`src/pkg/mmp_pkg.sv`:
```
/*
  mmp_pkg: address map, register offsets, reset values and carrier
  types of the memory map and port register block.
  assumes: an 8-bit data, 16-bit address processor bus.
*/
`default_nettype none
package mmp_pkg;
  localparam int MMP_ADDR_W = 16;
  localparam int MMP_DATA_W = 8;
  // region bounds
  localparam logic [15:0] MMP_IO_LO = 16'h0000;
  localparam logic [15:0] MMP_IO_HI = 16'h003F;
  localparam logic [15:0] MMP_RAM_LO = 16'h0040;
  localparam logic [15:0] MMP_RAM_HI = 16'h023F;
  localparam logic [15:0] MMP_FLASH_LO = 16'h8000;
  localparam logic [15:0] MMP_FLASH_HI = 16'hFDFF;
  localparam logic [15:0] MMP_SYS_LO = 16'hFE00;
  localparam logic [15:0] MMP_SYS_HI = 16'hFE0C;
  localparam logic [15:0] MMP_SYS_RSV_A = 16'hFE02;
  localparam logic [15:0] MMP_SYS_RSV_B = 16'hFE07;
  localparam logic [15:0] MMP_ROM_LO = 16'hFE20;
  localparam logic [15:0] MMP_ROM_HI = 16'hFF52;
  localparam logic [15:0] MMP_PROTECT = 16'hFF7E;
  localparam logic [15:0] MMP_VEC_LO = 16'hFFDC;
  localparam logic [15:0] MMP_SEC_LO = 16'hFFF6;
  localparam logic [15:0] MMP_SEC_HI = 16'hFFFD;
  localparam logic [15:0] MMP_WATCHDOG = 16'hFFFF;
  // port register offsets
  localparam logic [15:0] MMP_OFF_A_PINS = 16'h0000;
  localparam logic [15:0] MMP_OFF_B_PINS = 16'h0001;
  localparam logic [15:0] MMP_OFF_C_PINS = 16'h0002;
  localparam logic [15:0] MMP_OFF_D_PINS = 16'h0003;
  localparam logic [15:0] MMP_OFF_A_DIR = 16'h0004;
  localparam logic [15:0] MMP_OFF_B_DIR = 16'h0005;
  localparam logic [15:0] MMP_OFF_C_DIR = 16'h0006;
  localparam logic [15:0] MMP_OFF_D_DIR = 16'h0007;
  localparam logic [15:0] MMP_OFF_E_PINS = 16'h0008;
  localparam logic [15:0] MMP_OFF_UNIMP_LO = 16'h0009;
  localparam logic [15:0] MMP_OFF_UNIMP_HI = 16'h000B;
  localparam logic [15:0] MMP_OFF_E_DIR = 16'h000C;
  localparam logic [15:0] MMP_OFF_A_PUE = 16'h000D;
  // widths and reset values
  localparam int MMP_C_W = 7;
  localparam int MMP_E_W = 2;
  localparam logic [7:0] MMP_DIR_RST = 8'h00;
  localparam logic [7:0] MMP_PUE_RST = 8'h00;
  localparam logic [7:0] MMP_RD_ZERO = 8'h00;

  // decoded region of one access
  typedef enum logic [3:0] {
    MMP_RG_UNIMP = 4'h0,
    MMP_RG_IO_PORT = 4'h1,
    MMP_RG_IO_UNIMP = 4'h2,
    MMP_RG_IO_OTHER = 4'h3,
    MMP_RG_RAM = 4'h4,
    MMP_RG_FLASH = 4'h5,
    MMP_RG_SYSREG = 4'h6,
    MMP_RG_SYS_RSV = 4'h7,
    MMP_RG_ROM = 4'h8,
    MMP_RG_PROTECT = 4'h9,
    MMP_RG_VECTOR = 4'hA,
    MMP_RG_SECURITY = 4'hB,
    MMP_RG_WATCHDOG = 4'hC
  } mmp_region_t;

  // request from the processor core
  typedef struct packed {
    logic rd;
    logic wr;
    logic [15:0] addr;
    logic [7:0] wdata;
  } mmp_req_t;

  // access forwarded to the selected region
  typedef struct packed {
    mmp_region_t region;
    logic rd;
    logic wr;
    logic [15:0] addr;
    logic [7:0] wdata;
  } mmp_sel_t;
endpackage
`default_nettype wire

```
`src/rtl/mmp_decode.sv`:
```
/*
  mmp_decode: combinational address decoder, one region per address.
  assumes: caller registers the result; same clock domain.
*/
`timescale 1ns/100ps
`default_nettype none
module mmp_decode (
  // address in
  input wire logic [15:0] addr,
  // region out
  output mmp_pkg::mmp_region_t region
);
  import mmp_pkg::*;

  // priority order: narrow windows before the ranges that hold them
  always_comb begin
    if (addr <= MMP_IO_HI) begin
      if (addr <= MMP_OFF_E_PINS || addr == MMP_OFF_E_DIR || addr == MMP_OFF_A_PUE) begin
        region = MMP_RG_IO_PORT;
      end else if (addr >= MMP_OFF_UNIMP_LO && addr <= MMP_OFF_UNIMP_HI) begin
        region = MMP_RG_IO_UNIMP;
      end else begin
        region = MMP_RG_IO_OTHER;
      end
    end else if (addr >= MMP_RAM_LO && addr <= MMP_RAM_HI) begin
      region = MMP_RG_RAM;
    end else if (addr >= MMP_FLASH_LO && addr <= MMP_FLASH_HI) begin
      region = MMP_RG_FLASH;
    end else if (addr == MMP_SYS_RSV_A || addr == MMP_SYS_RSV_B) begin
      region = MMP_RG_SYS_RSV;
    end else if (addr >= MMP_SYS_LO && addr <= MMP_SYS_HI) begin
      region = MMP_RG_SYSREG;
    end else if (addr >= MMP_ROM_LO && addr <= MMP_ROM_HI) begin
      region = MMP_RG_ROM;
    end else if (addr == MMP_PROTECT) begin
      region = MMP_RG_PROTECT;
    end else if (addr == MMP_WATCHDOG) begin
      region = MMP_RG_WATCHDOG;
    end else if (addr >= MMP_SEC_LO && addr <= MMP_SEC_HI) begin
      region = MMP_RG_SECURITY;
    end else if (addr >= MMP_VEC_LO) begin
      region = MMP_RG_VECTOR;
    end else begin
      // gaps: $0240-$7FFF, $FE0D-$FE1F, $FF53-$FF7D, $FF7F-$FFDB
      region = MMP_RG_UNIMP;
    end
  end
endmodule
`default_nettype wire

```
`src/rtl/mmp_port.sv`:
```
/*
  mmp_port: one parallel port of W pins: data latch, direction,
  pull-up enable, pin synchroniser and read-back value.
  assumes: write enables are one-cycle pulses on the same clock.
*/
`timescale 1ns/100ps
`default_nettype none
module mmp_port #(
  parameter int W = 8
) (
  // clock and reset
  input wire logic clock,
  input wire logic rstn,
  // register writes
  input wire logic wr_data,
  input wire logic wr_dir,
  input wire logic wr_pue,
  input wire logic [W-1:0] wdata,
  // pins
  input wire logic [W-1:0] pin_in,
  output logic [W-1:0] pin_out,
  output logic [W-1:0] pin_oe,
  output logic [W-1:0] pullup_q,
  // read-back
  output logic [W-1:0] rd_data,
  output logic [W-1:0] pue_q
);
  import mmp_pkg::*;

  logic [W-1:0] data_q; // output latch, no reset
  logic [W-1:0] dir_q;  // one = output
  logic [W-1:0] pin_q;  // debounced pin level

  // data latch keeps its value through reset
  always_ff @(posedge clock) begin
    if (wr_data) begin
      data_q <= wdata;
    end
  end

  // direction clears on reset
  always_ff @(posedge clock or negedge rstn) begin
    if (!rstn) begin
      dir_q <= MMP_DIR_RST[W-1:0];
    end else if (wr_dir) begin
      dir_q <= wdata;
    end
  end

  // pull-up enable bits
  always_ff @(posedge clock or negedge rstn) begin
    if (!rstn) begin
      pue_q <= MMP_PUE_RST[W-1:0];
    end else if (wr_pue) begin
      pue_q <= wdata;
    end
  end

  // pull-up only while input
  // built from the next enable and direction, so the pull-up drops in
  // the same cycle the pin turns into an output, never one cycle late
  always_ff @(posedge clock or negedge rstn) begin
    if (!rstn) begin
      pullup_q <= MMP_PUE_RST[W-1:0];
    end else begin
      pullup_q <= (wr_pue ? wdata : pue_q) & ~(wr_dir ? wdata : dir_q);
    end
  end

  assign pin_out = data_q;
  assign pin_oe = dir_q;

  // per pin: three-stage sync, accept a level once stages two and three agree
  for (genvar i = 0; i < W; i++) begin : g_pin
    logic s1_q, s2_q, s3_q;
    always_ff @(posedge clock or negedge rstn) begin
      if (!rstn) begin
        s1_q <= 1'b0;
        s2_q <= 1'b0;
        s3_q <= 1'b0;
        pin_q[i] <= 1'b0;
      end else begin
        s1_q <= pin_in[i];
        s2_q <= s1_q;
        s3_q <= s2_q;
        if (s2_q == s3_q) begin
          pin_q[i] <= s3_q;
        end
      end
    end
    // outputs read the latch
    assign rd_data[i] = dir_q[i] ? data_q[i] : pin_q[i];
  end
endmodule
`default_nettype wire

```
`src/rtl/mmp_top.sv`:
```
/*
  mmp_top: memory map decoder and zero-page port registers.
  Decodes every processor access, answers reads of the port
  registers itself, forwards every access to the selected region and
  asks for an illegal-address reset on unimplemented locations.
  assumes: one clock; rd/wr are single-cycle strobes from the core;
  pin inputs are asynchronous and pass the port synchronisers.
*/
//
// Contract
// decode 16-bit address, 64 Kbyte space
// flag unimplemented access, request illegal reset
// core avoids reserved locations
// zero-page registers at $0000-$003F
// RAM $0040-$023F, $0240-$7FFF unimplemented
// user flash at $8000-$FDFF
// system registers $FE00-$FE0C, two reserved
// $FE0D-$FE1F unimplemented
// monitor ROM $FE20-$FF52, then gap
// flash protect at $FF7E, then gap
// vector area $FFDC-$FFFF
// security bytes $FFF6-$FFFD
// watchdog control shares $FFFF
// ports A, B, D data kept through reset
// port C seven bits, bit 7 zero
// A, B, D direction cleared by reset
// port E two bits, upper zero
// port A pull-up enables, reset clear
// pull-up off while pin is output
// direction one drives latch, else pin read
// $0009-$000B read zero, writes ignored
`timescale 1ns/100ps
`default_nettype none
module mmp_top (
  // clock and reset
  input wire logic clock,
  input wire logic rstn,
  // processor request
  input wire mmp_pkg::mmp_req_t req,
  // answer and forwarding
  output logic [7:0] rdata_q,
  output logic rvalid_q,
  output mmp_pkg::mmp_sel_t sel_q,
  output logic illegal_rst_q,
  output logic reserved_hit_q,
  // port A
  input wire logic [7:0] pin_a_in,
  output logic [7:0] pin_a_out,
  output logic [7:0] pin_a_oe,
  output logic [7:0] pin_a_pullup,
  // port B
  input wire logic [7:0] pin_b_in,
  output logic [7:0] pin_b_out,
  output logic [7:0] pin_b_oe,
  // port C
  input wire logic [6:0] pin_c_in,
  output logic [6:0] pin_c_out,
  output logic [6:0] pin_c_oe,
  // port D
  input wire logic [7:0] pin_d_in,
  output logic [7:0] pin_d_out,
  output logic [7:0] pin_d_oe,
  // port E
  input wire logic [1:0] pin_e_in,
  output logic [1:0] pin_e_out,
  output logic [1:0] pin_e_oe
);
  import mmp_pkg::*;

  mmp_region_t region; // region of the current request
  logic access;        // a read or a write this cycle
  logic io_wr;         // write that lands on a port register
  logic io_rd;         // read answered here
  logic [7:0] rd_mux;  // read value before the answer flop

  // read-back from each port
  logic [7:0] a_rd, b_rd, d_rd, a_pue;
  logic [6:0] c_rd;
  logic [1:0] e_rd;

  // write strobes, one per register
  logic wa_d, wb_d, wc_d, wd_d, we_d;
  logic wa_r, wb_r, wc_r, wd_r, we_r;
  logic wa_p;

  // whole 16-bit space decoded
  mmp_decode u_decode (
    .addr(req.addr),
    .region(region)
  );

  assign access = req.rd | req.wr;
  // port registers live in zero page
  assign io_wr = req.wr && (region == MMP_RG_IO_PORT);
  // unimplemented zero-page bytes are answered here too
  assign io_rd = req.rd && (region == MMP_RG_IO_PORT || region == MMP_RG_IO_UNIMP);

  // write strobes; R21: nothing decodes $0009-$000B
  assign wa_d = io_wr && req.addr == MMP_OFF_A_PINS;
  assign wb_d = io_wr && req.addr == MMP_OFF_B_PINS;
  assign wc_d = io_wr && req.addr == MMP_OFF_C_PINS;
  assign wd_d = io_wr && req.addr == MMP_OFF_D_PINS;
  assign we_d = io_wr && req.addr == MMP_OFF_E_PINS;
  assign wa_r = io_wr && req.addr == MMP_OFF_A_DIR;
  assign wb_r = io_wr && req.addr == MMP_OFF_B_DIR;
  assign wc_r = io_wr && req.addr == MMP_OFF_C_DIR;
  assign wd_r = io_wr && req.addr == MMP_OFF_D_DIR;
  assign we_r = io_wr && req.addr == MMP_OFF_E_DIR;
  assign wa_p = io_wr && req.addr == MMP_OFF_A_PUE;

  // ports A, B, D full width
  // their direction registers
  // only port A carries pull-ups here
  mmp_port #(.W(8)) u_port_a (
    .clock(clock),
    .rstn(rstn),
    .wr_data(wa_d),
    .wr_dir(wa_r),
    .wr_pue(wa_p),
    .wdata(req.wdata),
    .pin_in(pin_a_in),
    .pin_out(pin_a_out),
    .pin_oe(pin_a_oe),
    .pullup_q(pin_a_pullup),
    .rd_data(a_rd),
    .pue_q(a_pue)
  );

  mmp_port #(.W(8)) u_port_b (
    .clock(clock),
    .rstn(rstn),
    .wr_data(wb_d),
    .wr_dir(wb_r),
    .wr_pue(1'b0),
    .wdata(req.wdata),
    .pin_in(pin_b_in),
    .pin_out(pin_b_out),
    .pin_oe(pin_b_oe),
    .pullup_q(),
    .rd_data(b_rd),
    .pue_q()
  );

  // port C keeps bits 6..0 only
  mmp_port #(.W(MMP_C_W)) u_port_c (
    .clock(clock),
    .rstn(rstn),
    .wr_data(wc_d),
    .wr_dir(wc_r),
    .wr_pue(1'b0),
    .wdata(req.wdata[6:0]),
    .pin_in(pin_c_in),
    .pin_out(pin_c_out),
    .pin_oe(pin_c_oe),
    .pullup_q(),
    .rd_data(c_rd),
    .pue_q()
  );

  mmp_port #(.W(8)) u_port_d (
    .clock(clock),
    .rstn(rstn),
    .wr_data(wd_d),
    .wr_dir(wd_r),
    .wr_pue(1'b0),
    .wdata(req.wdata),
    .pin_in(pin_d_in),
    .pin_out(pin_d_out),
    .pin_oe(pin_d_oe),
    .pullup_q(),
    .rd_data(d_rd),
    .pue_q()
  );

  // port E keeps bits 1..0 only
  mmp_port #(.W(MMP_E_W)) u_port_e (
    .clock(clock),
    .rstn(rstn),
    .wr_data(we_d),
    .wr_dir(we_r),
    .wr_pue(1'b0),
    .wdata(req.wdata[1:0]),
    .pin_in(pin_e_in),
    .pin_out(pin_e_out),
    .pin_oe(pin_e_oe),
    .pullup_q(),
    .rd_data(e_rd),
    .pue_q()
  );

  // read mux; narrow ports pad with zeros above their pins
  always_comb begin
    rd_mux = MMP_RD_ZERO;
    case (req.addr)
      MMP_OFF_A_PINS: rd_mux = a_rd;
      MMP_OFF_B_PINS: rd_mux = b_rd;
      // bit 7 reads zero
      MMP_OFF_C_PINS: rd_mux = {1'b0, c_rd};
      MMP_OFF_D_PINS: rd_mux = d_rd;
      MMP_OFF_A_DIR: rd_mux = pin_a_oe;
      MMP_OFF_B_DIR: rd_mux = pin_b_oe;
      MMP_OFF_C_DIR: rd_mux = {1'b0, pin_c_oe};
      MMP_OFF_D_DIR: rd_mux = pin_d_oe;
      // upper bits read zero
      MMP_OFF_E_PINS: rd_mux = {6'b00_0000, e_rd};
      MMP_OFF_E_DIR: rd_mux = {6'b00_0000, pin_e_oe};
      MMP_OFF_A_PUE: rd_mux = a_pue;
      // unimplemented bytes read zero
      default: rd_mux = MMP_RD_ZERO;
    endcase
  end

  // read answer: one cycle after the strobe, zero when not ours
  always_ff @(posedge clock or negedge rstn) begin
    if (!rstn) begin
      rdata_q <= MMP_RD_ZERO;
      rvalid_q <= 1'b0;
    end else begin
      rvalid_q <= io_rd;
      rdata_q <= io_rd ? rd_mux : MMP_RD_ZERO;
    end
  end

  // forward every access with its region so memories can respond
  // RAM, R6: flash, R9: ROM, R10: protect register
  // vectors, R12: security, R13: watchdog at the top byte
  always_ff @(posedge clock or negedge rstn) begin
    if (!rstn) begin
      sel_q <= '0;
    end else begin
      sel_q.region <= region;
      sel_q.rd <= req.rd;
      sel_q.wr <= req.wr;
      sel_q.addr <= req.addr;
      sel_q.wdata <= req.wdata;
    end
  end

  // unimplemented hit raises a one-cycle reset request
  // $FE0D-$FE1F fall into the unimplemented region
  always_ff @(posedge clock or negedge rstn) begin
    if (!rstn) begin
      illegal_rst_q <= 1'b0;
    end else begin
      illegal_rst_q <= access && (region == MMP_RG_UNIMP || region == MMP_RG_IO_UNIMP);
    end
  end

  // reserved hits are only reported; the core must avoid them
  // $FE02 and $FE07 are the reserved system slots
  always_ff @(posedge clock or negedge rstn) begin
    if (!rstn) begin
      reserved_hit_q <= 1'b0;
    end else begin
      reserved_hit_q <= access && (region == MMP_RG_SYS_RSV);
    end
  end
endmodule
`default_nettype wire

```
`config.mk`:
```
export PLATFORM = sky130hd
export DESIGN_NAME = mmp_top
export DESIGN_NICKNAME = d
export VERILOG_FILES = /design/src/pkg/mmp_pkg.sv /design/src/rtl/mmp_decode.sv /design/src/rtl/mmp_port.sv /design/src/rtl/mmp_top.sv
export SDC_FILE = /design/constraint.sdc
export NUM_CORES = 1
export LEC_CHECK = 0
export BUFFER_PORTS_ARGS = -buffer_cell sky130_fd_sc_hd__buf_2
export CAP_MARGIN = 20
export CORE_MARGIN = 5
export CORE_UTILIZATION = 44
export DETAILED_ROUTE_END_ITERATION = 10
export PLACE_DENSITY_LB_ADDON = 0.1
export SYNTH_ARGS = -nofsm -noshare
export SYNTH_HDL_FRONTEND = slang
export SYNTH_SLANG_ARGS = --single-unit
```
`constraint.sdc`:
```
create_clock -name clock -period 1.3 [get_ports clock]
set_clock_uncertainty 0.05 [all_clocks]
set_input_delay 0.195 -clock clock [delete_from_list [all_inputs] [get_ports clock]]
set_output_delay 0.195 -clock clock [all_outputs]
set_load 0.005 [all_outputs]
```
## Yosys cells after proc, flatten, opt, wreduce, memory -nomap -nowiden

Cells that the tools add are included.

- Flip-flop bits (word level): 255

- Reduce and logical (&&, ||, !) cells: 28
- Bitwise gates (word level): 3
- Order comparisons: 15
- Mux-type cells: 49
- Equality and inequality tests: 50

Operators by type and width:

| operator | number |
|---|---|
| $pmux 8 s11 | 1 |
| $ge 16x16->1 const B | 5 |
| $eq 16x16->1 const B | 4 |
| $eq 16x3->1 const B | 4 |
| $le 16x16->1 const B | 4 |
| $eq 16x4->1 const B | 3 |
| $mux 4 | 11 |
| $mux 1 | 34 |
| $eq 1x1->1 | 33 |
| $eq 16x2->1 const B | 2 |
| $le 16x4->1 const B | 2 |
| $mux 8 | 3 |
| $logic_and 1x1->1 | 21 |
| $eq 16x1->1 const B | 1 |
| $ge 16x4->1 const B | 1 |
| $ge 16x7->1 const B | 1 |
| $le 16x10->1 const B | 1 |
| $le 16x6->1 const B | 1 |
| $logic_not 16->1 | 1 |
| $and 8x8->8 | 1 |
| $not 8->8 | 1 |
| $logic_or 1x1->1 | 5 |
| $eq 4x1->1 const B | 1 |
| $eq 4x2->1 const B | 1 |
| other kinds (3) | 3 |

## Depth between registers and ports, before layout

Gate-level depths: netlist (run 1).

- Depth in word-level cells: 17
- Mapped depth: 7

## Cells and area by module

Synthesis (run 1) repeated with hierarchy kept, for this count alone.

- Cells, all modules: 755
- Area, all modules: 11403.4 µm²

Modules (own cells, without submodules):

| module | area each (µm²) | times used | cells each |
|---|---|---|---|
| mmp_port (u_port_a ...) | 2172.1 | 3 | 128 |
| mmp_top | 2025.7 | 1 | 174 |
| mmp_port (u_port_c) | 1945.6 | 1 | 112 |
| mmp_port (u_port_e) | 545.5 | 1 | 29 |
| mmp_decode | 370.4 | 1 | 56 |

## Worst setup path after synthesis (run 1)

Ideal clock, no wire load.

- Kind: input -> register
- Start point: in req[23] (netlist name)
- End point: reg u_port_b.data_q[0] (netlist: u_port_b.pin_out[0]), enable pin
- Cell stages on the path: 6
- Data required time: 0.880 ns
- Slack: -1.324 ns
- Data arrival time: 2.203 ns
- Path through: or4_1 > or4_1 > buf_2 > nor2_1 > nand2_1 > nor2_1

- Longest elaborated chain between the ends: 14
- Elaborated cells between the ends (all ways): 46
- Classes of those cells: order compare (15); eq/ne (8); mux (12); reduce/logical (11)

RTL lines:

| what | RTL line | RTL |
|---|---|---|
| start, declared | mmp_top.sv:39 | `input wire mmp_pkg::mmp_req_t req,` |
| $ge 16x16->1 (tied with other cells) | mmp_decode.sv:41 | `end else if (addr >= MMP_VEC_LO) begin` |
| $mux 4 or $logic_and 1x1->1 (tied branches) | mmp_decode.sv:41, mmp_decode.sv:39 |  |
| $mux 4 | mmp_decode.sv:39 | `end else if (addr >= MMP_SEC_LO && addr <= MMP_SEC_HI) begin` |
| $mux 4 | mmp_decode.sv:37 | `end else if (addr == MMP_WATCHDOG) begin` |
| $mux 4 | mmp_decode.sv:35 | `end else if (addr == MMP_PROTECT) begin` |
| $mux 4 | mmp_decode.sv:33 | `end else if (addr >= MMP_ROM_LO && addr <= MMP_ROM_HI) begin` |
| $mux 4 | mmp_decode.sv:31 | `end else if (addr >= MMP_SYS_LO && addr <= MMP_SYS_HI) begin` |
| $mux 4 | mmp_decode.sv:29 | `end else if (addr == MMP_SYS_RSV_A \|\| addr == MMP_SYS_RSV_B) begin` |
| $mux 4 | mmp_decode.sv:27 | `end else if (addr >= MMP_FLASH_LO && addr <= MMP_FLASH_HI) begin` |
| $mux 4 | mmp_decode.sv:25 | `end else if (addr >= MMP_RAM_LO && addr <= MMP_RAM_HI) begin` |
| $mux 4 | mmp_decode.sv:17 | `if (addr <= MMP_IO_HI) begin` |
| $eq 4x1->1 | mmp_top.sv:94 | `assign io_wr = req.wr && (region == MMP_RG_IO_PORT);` |
| $logic_and 1x1->1 | mmp_top.sv:94 |  |
| $logic_and 1x1->1 * | mmp_top.sv:100 | `assign wb_d = io_wr && req.addr == MMP_OFF_B_PINS;` |
| net u_port_b.wr_data | mmp_port.sv:15 | `input wire logic wr_data,` |
| end signal, assigned | mmp_port.sv:37 | `data_q <= wdata;` |
| end, declared | mmp_port.sv:30 | `logic [W-1:0] data_q;` |

The timed path passes the listed nets; every way through them passes the cells marked *.
A chain may end at the register's enable or synchronous reset.

## Final worst setup path (run 1)

- Start point: in req[23] (netlist name)
- End point: reg u_port_a.data_q[5] (netlist: u_port_a.pin_out[5]), enable pin

- Longest elaborated chain between the ends: 14
- Elaborated cells between the ends (all ways): 46
- Classes of those cells: order compare (15); eq/ne (7); mux (12); reduce/logical (12)

RTL lines:

| what | RTL line | RTL |
|---|---|---|
| $ge 16x16->1 (tied with other cells) | mmp_decode.sv:41 |  |
| $mux 4 or $logic_and 1x1->1 (tied branches) | mmp_decode.sv:41, mmp_decode.sv:39 |  |
| $mux 4 | mmp_decode.sv:39 |  |
| $mux 4 | mmp_decode.sv:37 |  |
| $mux 4 | mmp_decode.sv:35 |  |
| $mux 4 | mmp_decode.sv:33 |  |
| $mux 4 | mmp_decode.sv:31 |  |
| $mux 4 | mmp_decode.sv:29 |  |
| $mux 4 | mmp_decode.sv:27 |  |
| $mux 4 | mmp_decode.sv:25 |  |
| $mux 4 | mmp_decode.sv:17 |  |
| $eq 4x1->1 | mmp_top.sv:94 |  |
| $logic_and 1x1->1 | mmp_top.sv:94 |  |
| $logic_and 1x1->1 * | mmp_top.sv:99 | `assign wa_d = io_wr && req.addr == MMP_OFF_A_PINS;` |
| net u_port_a.wr_data | mmp_port.sv:15 |  |
| end signal, assigned | mmp_port.sv:37 |  |
| end, declared | mmp_port.sv:30 |  |

Marked as above.

==> impl_metrics.tcl, run 1 <==
set metrics [dict create \
    status "finished with violations" \
    violations "negative setup slack" \
    synthesis.area_mm2 0.00891 \
    synth_area_per_cell_um2 15.3 \
    async_flop_share_pct 87.1 \
    routabilityCongestion 0.864 \
    worstMarginPinSlew_ns 0.419 \
    cp.required_ns 1.49 \
    rsz0062_at_grt "true" \
    finalMaxSlewViolations 0 \
    syn_inst 583 \
    drtAntennaViolNets 0 \
    slew_headroom_pct 72.1 \
    peakVddDrop_mv 1.35 \
    die_area_mm2 0.0232 \
    areaGrowthSynthToFinish_pct 52.1 \
    antennaDiodeCount 0 \
    grt_overflow 0 \
    grt.total_usage_pct 21.3 \
    start_kind "primary input" \
    row_count 52 \
    syn_nets 644 \
    drtIter0Drc 310 \
    nets 1054 \
    ys.flop_type "dfrtp_1" \
    via_per_inst 4.97 \
    port_buffers 175 \
    htree_levels 1 \
    setup_ws_ns -0.573 \
    core_area_mm2 0.0201 \
    dr.pass1.iters 4 \
    final-hold-violation-count 0 \
    drive_gt1_share_pct 47.7 \
    yosys_warnings 0 \
    fin_crit_sh_pct 144 \
    synth_edf_count 33 \
    start_util_pct 44.3 \
    drcViolationCount 0 \
    p_total_w 0.0174 \
    cts_root_buffer "clkbuf_16" \
    pre_cts_slack_ns -1.23 \
    die_w_um 152 \
    cts_buffers 27 \
    top_register "sel_q" \
    ys_seq_area_share_pct 73.4 \
    grt_pass1_vias 6918 \
    worstPathMaxFanout 4 \
    wire_per_inst_um 19.4 \
    path_common_cell "buf_6" \
    slowest_delay_ns 0.56 \
    hp-class "primary input to flop" \
    cts.sinks 255 \
    drt-total-wl_um 24900 \
    total_leakage_power_nw 6.25 \
    powerDensity_mw_per_mm2 1280 \
    clock_latency_ns 0.53 \
    crit_slowest_cell "or4_4" \
    cts_tree "built" \
    cp-end-kind "flop" \
    dpl.hpwl_um 17100 \
    cts.path.max_buffers 3 \
    antenna_found_initial 0 \
    grt_max_degree 43 \
    worstSetupPathType "primary input to flop" \
    max_freq_ghz 0.534 \
    largest_reg_flops 30 \
    synth_cell_types 49 \
    num_vias 6381 \
    clk_pin_slew_worst_paths_ns 0.06 \
    finalSetupViolCount 149 \
    ys_seq_elements 255 \
    num_io_pins 176 \
    critPathArrivalTime_ns 2.06 \
    grt_pass1_wl_um 39400 \
    maxCapViolCount 0 \
    dieHeight_um 152 \
    cp_cell_sequence "buf_6 > or4_4 > buf_6 > nor4_4 > buf_4 > buf_4 > nand3_4 > buf_8 > nor2_4 > buf_6" \
    min_period_ns 1.87 \
    nFillCells 1433 \
]
synthesized netlist by cell type (5+ instances only):
master	n	area, µm²
maj3_1	33	330
o22ai_1	6	37.5
dfrtp_1	222	5560
clkbuf_1	11	41.3
o31ai_1	6	45.0
nand3_1	18	90.1
edfxtp_1	33	991
nand2b_1	6	37.5
or3_1	5	31.3
a21oi_1	20	100
nor2_1	25	93.8
mux2_2	50	563
nor2b_1	11	68.8
a31oi_1	6	37.5
nand2_1	32	120
a22oi_1	7	52.6
mux2i_1	19	190
o21ai_0	16	80.1
what timing repair did:
| action | CTS | global route |
|---|---|---|
| buffers inserted | 42 | 10 |
| hold buffers | 59 | 0 |
| hold endpoints to repair | 322 | 0 |
| endpoints found under the setup margin | 170 | 179 |
| pin swaps | 4 | 7 |
| resized for setup | 66 | 58 |
| cloned | 0 | 0 |
logic make-up (layout without fill, tap and decap cells):
logic type               count (synthesis)  in the layout  synth area share [%]
adder cells (fa/ha/maj)                 33             33                  3.71
multiplexers                            69             69                  8.45
XOR/XNOR                                 4              4                 0.393
AND/OR/NAND/NOR                        129            129                  7.92
flip-flops                             255            255                  73.4
AO/OA/AOI/OAI                           74             74                  5.18
buffers and inverters                   19            450                 0.912
cell usage in the layout, fill, tap and decap left out, types with 4 or more instances in the layout:
cell type      count
maj3_1            33
edfxtp_1          33
dfrtp_1          219
nor2_4             5
buf_4            120
clkinv_2           6
a21oi_1           14
o22ai_1            6
o21ai_0           16
a211oi_1           4
nand2b_1           6
clkbuf_1           4
clkbuf_8           7
buf_2            151
nand4_1            4
nor2b_1            7
mux2i_1           19
a22oi_1            7
buf_6             59
nand3_1           14
dlygate4sd3_1     59
clkbuf_16         30
o31ai_1            5
a31oi_1            4
nand2_1           25
buf_12             8
a21oi_2            6
nand2_2            6
mux2_4            18
mux2_2            32
nor2b_4            4
nor2_1            20
worst max-delay path: cells and delay by family:
family,cells,cell delay (ns)
buf+inv,6,0.86
simple gates,4,1.00
per-stage QoR:
stage / TNS [ns] / std cells / cell area (µm²) / utilization (%) / hold slack (ns)
2_1_floorplan: -78.38 / 583 / 8980 / - / -0.151
3_3_place_gp: -94.68 / 1124 / 11100 / 55.1 / 0.0876
3_5_place_dp: -95.20 / 1124 / 11100 / 55.1 / 0.0883
4_1_cts: -45.66 / 1274 / 13200 / 65.8 / 0.0121
5_1_grt: -54.57 / 1284 / 13600 / 67.4 / 0.133
6_report: -49.08 / 1284 / 13600 / 67.4 / 0.120
layer usage:
layer / global-route usage, % / vias to the layer above / wire [µm]
met5: 0 / - / 0
met4: 5.91 / 0 / 654
met3: 5.03 / 45 / 1550
met2: 35.4 / 193 / 12100
met1: 28.4 / 3207 / 10500
li1: - / 2936 / -
where the power goes:
group / internal, W / leakage [nW] / switching, W
Combinational: 0.000528 / 2.76 / 0.000539
Clock: 0.00477 / 0.471 / 0.00305
Sequential: 0.00839 / 3.02 / 0.000143
path summary, 6_finish.rpt:
path	startpoint	end	slack, ns	depth (start not counted)
worst min-delay path	req[23]	sel_q[28]	0.12	5
worst max register to register	u_port_b.pin_oe[0]	rdata_q[0]	-0.17	6
max in group asynchronous	rstn	u_port_b.g_pin[4].s2_q	0.51	3
worst min register to register	u_port_d.g_pin[1].s1_q	u_port_d.g_pin[1].s2_q	0.29	0
min in group asynchronous	rstn	u_port_a.g_pin[0].s2_q	0.13	2
worst max-delay path	req[23]	u_port_a.pin_out[5]	-0.57	10
area by class of cell:
| cell class | count | area, µm² | area share, % |
|---|---|---|---|
| clock buffers | 41 | 862 | 6.36 |
| clock inverters | 9 | 75.1 | 0.554 |
| inverters | 1 | 3.75 | 0.0277 |
| multi-input cells | 309 | 2630 | 19.4 |
| flip-flops and latches | 255 | 6550 | 48.3 |
| well taps | 270 | 338 | 2.49 |
| repair buffers | 399 | 3100 | 22.9 |
(Power assumes the default switching activity.)
==> run 2, diff against run 1 <==
--- a/config.mk
+++ b/config.mk
@@ -5,11 +5,11 @@
 export SDC_FILE = /design/constraint.sdc
 export NUM_CORES = 1
 export LEC_CHECK = 0
-export BUFFER_PORTS_ARGS = -buffer_cell sky130_fd_sc_hd__buf_2
 export CAP_MARGIN = 20
 export CORE_MARGIN = 5
 export CORE_UTILIZATION = 44
 export DETAILED_ROUTE_END_ITERATION = 10
+export DONT_BUFFER_PORTS = 1
 export PLACE_DENSITY_LB_ADDON = 0.1
 export SYNTH_ARGS = -nofsm -noshare
 export SYNTH_HDL_FRONTEND = slang
==> run 2 against run 1 <==
The flow finishes with violations (negative hold slack, negative setup slack). Utilization fell by 4.3 points. Via count decreased by 7.7%. Setup slack better by 0.052 ns. Register-to-register slack about the same. Worst hold slack lost 0.80 ns. Critical path depth fell by 3. Clock power down 0.6%. Design area fell by 6.4%. Non-clock buffer count shrank 166. Power fell by 2.8%. Count of clock-buffer cells in the layout decreased by 1. Flip-flop and latch count is the same. Largest power group unchanged. Highest routed layer unchanged.
==> impl_metrics.tcl, run 2 (synthesized netlist as in run 1, its figures left out) <==
set metrics [dict create \
    port_buffers 0 \
    cts_buffers 27 \
    placed_cells 971 \
    worstPathMaxFanout 4 \
    die_w_um 152 \
    cp-end-kind "flop" \
    grtUsageMet1_pct 28.3 \
    drive_gt1_share_pct 36.5 \
    areaGrowthSynthToFinish_pct 42.4 \
    max_freq_ghz 0.549 \
    utilization_pct 63.1 \
    cts_root_buffer "clkbuf_16" \
    dpl.hpwl_um 15600 \
    grt_pass1_vias 6344 \
    maxCapViolCount 0 \
    nFillCells 1473 \
    clock_latency_ns 0.52 \
    start_kind "primary input" \
    row_count 52 \
    cts.path.max_buffers 3 \
    core_area_mm2 0.0201 \
    critPathArrivalTime_ns 2.17 \
    grt_overflow 0 \
    top_register "sel_q" \
    cts.sinks 255 \
    antenna_found_initial 0 \
    final_common_cell "dfrtp_1" \
    wire_per_inst_um 22.2 \
    dieHeight_um 152 \
    grt-busiest-layer "met2" \
    setup_ws_ns -0.522 \
    num_vias 5888 \
    htree_levels 1 \
    drcViolationCount 0 \
    worstSetupPathType "primary input to flop" \
    num_io_pins 176 \
    hold_slack_ns -0.681 \
    routabilityCongestion 0.841 \
    cts_tree "built" \
    status "finished with violations" \
    slew_headroom_pct 44.4 \
    total_leakage_power_nw 5.51 \
    final_cell_mix "216 x dfrtp_1, 91 x buf_6, 78 x buf_4, 60 x dlygate4sd3_1" \
    clk_pin_slew_worst_paths_ns 0.06 \
    violations "negative hold slack, negative setup slack" \
    fin_cells 1117 \
    dr.pass1.iters 5 \
    cp.required_ns 1.65 \
    grt.total_usage_pct 20.9 \
    grt_pass1_wl_um 38200 \
    p_total_w 0.0169 \
    start_util_pct 44.3 \
    multi_input_area_mm2 0.00259 \
    grt_util_met3_pct 4.94 \
    finalMaxSlewViolations 0 \
    met2_usage_pct 34.4 \
    grt_max_degree 223 \
    drtIter0Drc 312 \
    drt-total-wl_um 24800 \
    drtAntennaViolNets 0 \
    antennaDiodeCount 0 \
    largest_reg_flops 30 \
    peakVddDrop_mv 1.14 \
    final-hold-violation-count 222 \
    powerDensity_mw_per_mm2 1330 \
    via_per_inst 5.27 \
    finalSetupViolCount 141 \
    die_area_mm2 0.0232 \
    nets 888 \
    fin_crit_sh_pct 140 \
    regArea_mm2 0.00655 \
    worstMarginPinSlew_ns 0.831 \
    min_period_ns 1.82 \
    rsz0062_at_grt "true" \
    hp-class "primary input to async pin" \
]
-- run 2: final timing paths --
kind,slack [ns],to,cells after the start,startpoint
min reg2reg,0.29,u_port_a.g_pin[6].s2_q,0,u_port_a.g_pin[6].s1_q
max in group asynchronous,1.50,u_port_e.g_pin[1].s2_q,0,rstn
max,-0.52,reserved_hit_q,7,req[23]
min,-0.68,u_port_d.g_pin[2].s2_q,0,rstn
min in group clock,0.03,rdata_q[6],4,req[9]
max reg2reg,-0.17,rdata_q[0],5,u_port_a.pin_oe[0]
-- run 2: cell type report --
| type | instances | share of cell area, % |
|---|---|---|
| clock inverters | 9 | 0.799 |
| clock buffers | 40 | 6.43 |
| multi-input cells | 309 | 20.4 |
| inverters | 1 | 0.0296 |
| flip-flops and latches | 255 | 51.6 |
| well taps | 270 | 2.66 |
| repair buffers | 233 | 18.1 |
-- run 2: what timing repair did --
item,CTS,global route
hold endpoints to repair,379,223
endpoints found under the setup margin,150,151
hold buffers,59,1
pin swaps,10,4
gates resized for setup,88,64
buffers inserted,32,9
-- run 2: power breakdown --
part | total [W] | internal, W | switching (W) | leakage, nW
combinational | 0.000617 | 0.000343 | 0.000273 | 2.03
clock | 0.00777 | 0.00473 | 0.00304 | 0.458
sequential | 0.00855 | 0.00839 | 0.000160 | 3.02
total | 0.0169 | 0.0135 | 0.00347 | 5.51
-- run 2: per-stage QoR --
stage               hold slack [ns]  instance area (µm²)  worst slack, ns  setup TNS [ns]
floorplan                    -0.151                 8980           -0.997          -78.38
global placement             -0.139                10300            -1.04          -85.99
detailed placement           -0.138                10300            -1.06          -86.59
CTS                          -0.690                12400           -0.497          -37.73
global route                 -0.710                12700           -0.554          -42.16
finish                       -0.681                12700           -0.522          -38.09
-- run 2: layer usage --
metal,vias to the layer above,routed length (µm)
met5,-,0
met4,0,512
met3,43,1840
met2,230,12200
met1,3025,10200
li1,2590,-
-- run 2: critical path, stage by stage --
cell and delay, ns:
or4_4 0.54, or4_4 0.56, buf_4 0.18, nor4b_4 0.29, a31oi_2 0.08, buf_4 0.17, o2111a_1 0.15
